`src/hdl/psf_pkg.sv`:
```
// ****************************************************************
// Program status word constants and carriers
// ****************************************************************
package psf_pkg;

  // ****************************************************************
  // Register map
  // ****************************************************************
  localparam logic [7:0] PSF_ADDR_STATUS_WORD = 8'hD0;  // program_status_word
  localparam logic [7:0] PSF_STATUS_RESET     = 8'h00;  // Value after reset
  localparam logic [7:0] PSF_RDATA_UNMAPPED   = 8'h00;  // Answer to any other address

  // ****************************************************************
  // Field positions inside the status word
  // ****************************************************************
  localparam int PSF_BIT_CARRY      = 7;
  localparam int PSF_BIT_HALF_CARRY = 6;
  localparam int PSF_BIT_USER_A     = 5;
  localparam int PSF_BIT_BANK_HI    = 4;
  localparam int PSF_BIT_BANK_LO    = 3;
  localparam int PSF_BIT_OVERFLOW   = 2;
  localparam int PSF_BIT_USER_B     = 1;
  localparam int PSF_BIT_PARITY     = 0;

  // Each working register bank is eight bytes of internal RAM
  localparam int PSF_BANK_SHIFT = 3;

  // ****************************************************************
  // Carrier from the ALU and instruction execution
  // ****************************************************************
  typedef struct packed {
    logic arith_en;      // Arithmetic result: load carry, half carry, overflow
    logic carry_out;     // Carry out of the eighth bit
    logic carry_bit6;    // Carry out of the seventh bit
    logic nibble_carry;  // Carry between the nibbles
    logic bit_en;        // Boolean instruction writes its result to carry
    logic bit_val;       // Boolean result
  } psf_alu_t;

endpackage

```
`src/hdl/psf_top.sv`:
```
// How it works
// - Arithmetic carry out sets carry bit 7
// - Carry acts as Boolean bit accumulator
// - Nibble carry sets half carry bit 6
// - Overflow bit 2 is XOR of carries
// - Parity bit 0 tracks accumulator odd ones
// - User flags bits 5 and 1 free
// - Bank value selects RAM base times eight
// - Bank field is bits 4 and 3
`timescale 1ns/1ps

module psf_top
  import psf_pkg::*;
(
  // Clock, reset and enable
  input  wire logic       i_clk,
  input  wire logic       i_reset,
  input  wire logic       i_ce,
  // Register port
  input  wire logic [7:0] i_addr,
  input  wire logic [7:0] i_wdata,
  input  wire logic       i_wr,
  input  wire logic       i_rd,
  output logic      [7:0] o_rdata,
  // Core side
  input  wire psf_alu_t   i_alu,
  input  wire logic [7:0] i_acc,
  output logic      [7:0] o_status,
  output logic            o_carry,
  output logic      [4:0] o_bank_base
);

  // ****************************************************************
  // Status word state
  // ****************************************************************
  logic [7:0] status_reg;
  logic [7:0] status_next;
  logic [7:0] rdata_reg;
  logic [7:0] rdata_next;
  logic [4:0] bank_base_reg;
  logic [4:0] bank_base_next;
  logic       sw_write;
  logic       sw_read;

  // ****************************************************************
  // Register port decode
  // ****************************************************************
  // Only the one address is mapped; anything else is ignored on write
  assign sw_write = i_wr && (i_addr == PSF_ADDR_STATUS_WORD);
  assign sw_read  = i_rd && (i_addr == PSF_ADDR_STATUS_WORD);

  // ****************************************************************
  // Next status
  // ****************************************************************
  // Software write first, core updates override it, so a
  // flag produced by an instruction in the same cycle as a write is kept
  always_comb begin
    status_next = status_reg;
    if (sw_write) begin
      status_next = i_wdata;
    end
    if (i_alu.arith_en) begin
      status_next[PSF_BIT_CARRY]      = i_alu.carry_out;
      status_next[PSF_BIT_HALF_CARRY] = i_alu.nibble_carry;
      status_next[PSF_BIT_OVERFLOW]   = i_alu.carry_bit6 ^ i_alu.carry_out;
    end else if (i_alu.bit_en) begin
      status_next[PSF_BIT_CARRY] = i_alu.bit_val;
    end
    // Parity is never writable; it is recomputed from the accumulator
    status_next[PSF_BIT_PARITY] = ^i_acc;
  end

  // Bank base address, kept in a flop so the RAM decode sees a clean value;
  // worked out from the next status so it never lags the bank field
  always_comb begin
    bank_base_next = 5'(status_next[PSF_BIT_BANK_HI:PSF_BIT_BANK_LO]) << PSF_BANK_SHIFT;
  end

  // ****************************************************************
  // Read data
  // ****************************************************************
  // Read data stands until the next enabled edge after the strobe only; any other
  // address answers with a fixed value so software never sees stale data
  always_comb begin
    rdata_next = PSF_RDATA_UNMAPPED;
    if (sw_read) begin
      rdata_next = status_reg;  // Word as it stood before this edge
    end
  end

  // ****************************************************************
  // Registers
  // ****************************************************************
  // Status word; the clock enable freezes it, reset does not wait for it
  always_ff @(posedge i_clk) begin
    if (i_reset) begin
      status_reg <= PSF_STATUS_RESET;
    end else if (i_ce) begin
      status_reg <= status_next;
    end
  end

  // Bank base starts where the reset value of the bank field points
  localparam logic [4:0] BANK_BASE_RESET =
    5'(PSF_STATUS_RESET[PSF_BIT_BANK_HI:PSF_BIT_BANK_LO]) << PSF_BANK_SHIFT;

  // Bank base register
  always_ff @(posedge i_clk) begin
    if (i_reset) begin
      bank_base_reg <= BANK_BASE_RESET;
    end else if (i_ce) begin
      bank_base_reg <= bank_base_next;
    end
  end

  // Read data register; an idle cycle returns it to the idle value
  always_ff @(posedge i_clk) begin
    if (i_reset) begin
      rdata_reg <= PSF_RDATA_UNMAPPED;
    end else if (i_ce) begin
      rdata_reg <= rdata_next;
    end
  end

  // ****************************************************************
  // Outputs
  // ****************************************************************
  // Every output is a flop or one bit of a flop, so the core sees no glitch
  assign o_status    = status_reg;
  assign o_carry     = status_reg[PSF_BIT_CARRY];
  assign o_rdata     = rdata_reg;
  assign o_bank_base = bank_base_reg;
endmodule

```
`config.mk`:
```
export PLATFORM = sky130hd
export DESIGN_NAME = psf_top
export DESIGN_NICKNAME = d
export VERILOG_FILES = /design/src/hdl/psf_pkg.sv /design/src/hdl/psf_top.sv
export SDC_FILE = /design/constraint.sdc
export NUM_CORES = 1
export LEC_CHECK = 0
export BUFFER_PORTS_ARGS = -buffer_cell sky130_fd_sc_hd__buf_4
export CAP_MARGIN = 20
export CORE_MARGIN = 5
export CORE_UTILIZATION = 46
export CTS_BUF_LIST = sky130_fd_sc_hd__clkbuf_4
export DETAILED_ROUTE_END_ITERATION = 8
export PLACE_DENSITY = 0.93
export SLEW_MARGIN = 10
export SYNTH_ARGS = -nofsm -noshare
export SYNTH_HDL_FRONTEND = slang
export SYNTH_SLANG_ARGS = --single-unit
```
`constraint.sdc`:
```
create_clock -name i_clk -period 3 [get_ports i_clk]
set_input_delay 0 -clock i_clk [delete_from_list [all_inputs] [get_ports i_clk]]
set_output_delay 0 -clock i_clk [all_outputs]
set_load 0.1 [all_outputs]
```
# After elaboration in Yosys (flattened, before gate mapping)
# Index checks and enable logic that the tools add are counted.
[word_totals] ff_bits=18 in_bits=35 output_inout_bits=22 word_cells=22
[op_classes] eq_ne=1 n_mux=6 bitwise_logic=1 n_reduce_logical=8
[op_table] cell="2-to-1 mux 8 bit" count=2
[op_table] cell="== test 8 bit (second input constant)" count=1
[op_table] cell="XOR reduction 8 bit" count=1
[op_table] cell="AND reduction 2 bit" count=3
[op_table] cell="2-to-1 mux 1 bit" count=4
[op_table] cell="nonzero test 3 bit" count=1
[op_table] cell="logical AND 1 bit" count=2
[op_table] cell="nonzero test 2 bit" count=1
[op_table] cell="bitwise XOR 1 bit" count=1

# Depth between registers and ports, before layout
[depth] depth_word=5 mapped_depth=5 ltp_nobuf=4

# Worst setup path before layout
# OpenSTA, ideal clock, no wires.
[synth_path] path_kind="register -> register" startpoint="register, netlist name o_status[2]" endpoint="register status_reg[2], in the netlist o_status[2]" setup_ns=0.076 arrival_time_ns=1.344 t_required_ns=2.924 setup_slack_ns=1.580 path_stages_with_launch=4 n_path_buf=0 period_less_slack_ns=1.420 path_cell_list="dfxtp_1 -> nor2b_1 -> a31oi_1 -> o22ai_1"
[synth_rtl] item="end signal, assigned" line_no="psf_top.sv:99" rtl="status_reg <= status_next;"
[synth_rtl] item="end, declared" line_no="psf_top.sv:36" rtl="logic [7:0] status_reg;"

# Worst setup path in the final report
[layout_path] startpoint="register status_reg[7], in the netlist o_status[7]" endpoint="output port o_carry"
[layout_rtl] item="end, declared" line_no="psf_top.sv:29" rtl="output logic o_carry,"
# No word-level cell between the ends.

==> impl_metrics.tcl <==
set metrics [dict create \
    status "finished, final reports clean" \
    synth_top_area_cell "dfxtp_1" \
    clock_path_buffers 2 \
    root_buffer "clkbuf_4" \
    remaining_drc_errors 0 \
    whs_path_depth 2 \
    ys_top_cells_by_count "dfxtp_1 (16), nor2_1 (13), a21oi_1 (10), nor2b_1 (10)" \
    yosysMostFrequentCell "dfxtp_1" \
    finalHoldViolCount 0 \
    vias 852 \
    die_h_um 53.0 \
    post_cts_resized 0 \
    worst_r2r_endpoint "o_status[7]" \
    syn_to_final_growth_pct 50.1 \
    start_util 0.487 \
    rr_startpoint "o_status[7]" \
    die_w_um 53.0 \
    numClockSinks 16 \
    reg2regPathDepth 2 \
    wire_per_inst_um 13.0 \
    synth-async-reset-ratio 0 \
    cp_slowest_cell "dfxtp_1" \
    syn_avg_cell_area_um2 8.96 \
    syn_area_um2 851 \
    dp_slack_ns 1.77 \
    hold_start "i_reset" \
    crit_fanout 4 \
    nets 182 \
    diodes 0 \
    slowest_delay_ns 0.40 \
    critPathRequiredTime_ns 3.00 \
    crit_buf_inv 1 \
    globalplace.congestion 0.687 \
    clk_latency_ns 0.27 \
    powerDensity_nw_per_um2 372 \
    min_path_type "in2reg" \
    grt_pass1_vias 877 \
    critPathTopFamily "flip-flops" \
    netlist_top_cells_area "dfxtp_1 (38%), nor2b_1 (7.4%), xnor2_1 (7.2%), mux2i_1 (7.1%), buf_4 (6.2%)" \
    crit_type "reg2out" \
    cts-buffers-inserted 3 \
    drv_slew 0 \
    rsz0062_at_grt "false" \
    totalWireLength_um 2220 \
    core_um2 1750 \
    final.setup.worst_slack_ns 2.00 \
    fp-row-count 15 \
    setup-tns-final_ns 0 \
    dieArea_um2 2810 \
    fmax_ghz 1.00 \
    synth_edf_count 0 \
    period_minus_slack_ns 1.00 \
    ys.flop_type "dfxtp_1" \
    reg2reg_setup_slack_ns 2.15 \
    start_kind "register" \
    drt_iter0_drc 6 \
    cts_setup_buffers 0 \
    setup_viol 0 \
    synthCells 95 \
    grt_max_degree 20 \
    clk_pin_slew_ns 0.09 \
    grt_overflow 0 \
    drv_cap 0 \
    drive_gt1_frac 0.411 \
    power_uw 475 \
    firstDrtPassIters 4 \
    clock_skew_ns 0.00553 \
    crit_chain "buf_4" \
    peakVddDrop_mv 0.269 \
    post-route-period-util 0.333 \
    h-tree-depth 1 \
    synth.distinct_cells 28 \
    antenna_found_initial 0 \
    grt_pass1_wl_um 3530 \
    tritoncts "done" \
    endpoint_kind "output pin" \
    p_leak_uw 0.000622 \
    io_pins 57 \
    portBuffers 52 \
    viasPerCell 4.98 \
    synth_top_area_frac 0.376 \
    antenna_left 0 \
    hold-path-endpoint "o_status[5]" \
    dp_hpwl_um 1760 \
    synth-seq-cells 16 \
    synth-seq-area-share 0.376 \
    grtUsageTotal 0.166 \
    cp.arrival_ns 1.00 \
    synth-warning-count 0 \
]
-- what timing repair did --
| action | in CTS | in global routing |
|---|---|---|
| setup endpoints to repair | 0 | 0 |
| hold buffers | 4 | 0 |
| endpoints found under the hold margin | 4 | 0 |
-- kinds of logic after synthesis --
family,after synthesis,share of synthesized area
buffers and inverters,12,0.0853
XOR/XNOR,8,0.0824
other,1,0.00441
multiplexers,6,0.0706
AO/OA/AOI/OAI,18,0.119
flip-flops,16,0.376
AND/OR/NAND/NOR,34,0.262
-- layout make-up --
type                            instances  area, um^2
Clock buffer                            3        22.5
Clock inverter                          1        3.75
Fill cell                             137         468
Inverter                                1        3.75
Multi-Input combinational cell         69         465
Sequential cell                        16         320
Tap cell                               25        31.3
Timing Repair Buffer                   56         430
-- through the flow --
step	instances	hold slack (ns)	util	instance area, um^2
6_report	171	0.0225	0.732	1280
5_1_grt	171	0.0294	0.732	1280
4_1_cts	171	0.0140	0.732	1280
3_5_place_dp	163	0.242	0.694	1210
3_3_place_gp	163	0.232	0.694	1210
2_1_floorplan	97	0.144	-	858
-- sequential cells by signal, indices dropped and copies added (netlist names) --
signal and cells:
o_status 8, o_rdata 8
-- where the power goes --
group / switching [uW] / internal, uW
Clock: 59.8 / 48.1
Sequential: 4.58 / 217
Combinational: 88.0 / 57.6
Total: 152 / 323
-- placed cells by master, fill, tap and decap left out, drive strengths merged --
master,instances
buf,52
dfxtp,16
nor2,13
a21oi,10
nor2b,10
xnor2,7
mux2i,6
dlygate4sd3,4
conb,3
clkbuf,3
o21ai,2
a31oi,2
and2,2
o22ai,2
and4bb,1
nor4b,1
nand4,1
nand2,1
nand3,1
nand2b,1
inv,1
and4b,1
a31o,1
or2,1
and4,1
a211oi,1
xor2,1
clkinv,1
-- routing by layer --
metal  part of all wire  wire (um)  global-route usage
met4             0.0077         17              0.0383
met5                  0          0                   0
met3               0.10        229              0.0366
met2               0.55       1210               0.345
met1               0.34        753               0.160
-- worst max-delay path by stage --
| stage | from | endpoint | slack (ns) | depth (start not counted) |
|---|---|---|---|---|
| CTS | o_status[7] | o_carry | 2.00 | 1 |
| floorplan | o_status[2] | o_status[2] | 1.58 | 3 |
| global placement | i_addr[1] | o_status[7] | 1.81 | 5 |
| finish | o_status[7] | o_carry | 2.00 | 1 |
| global route | o_status[6] | o_status[6] | 1.97 | 1 |
| detailed placement | i_addr[1] | o_status[7] | 1.77 | 5 |
No activity file was read; power rests on OpenSTA's default activity.
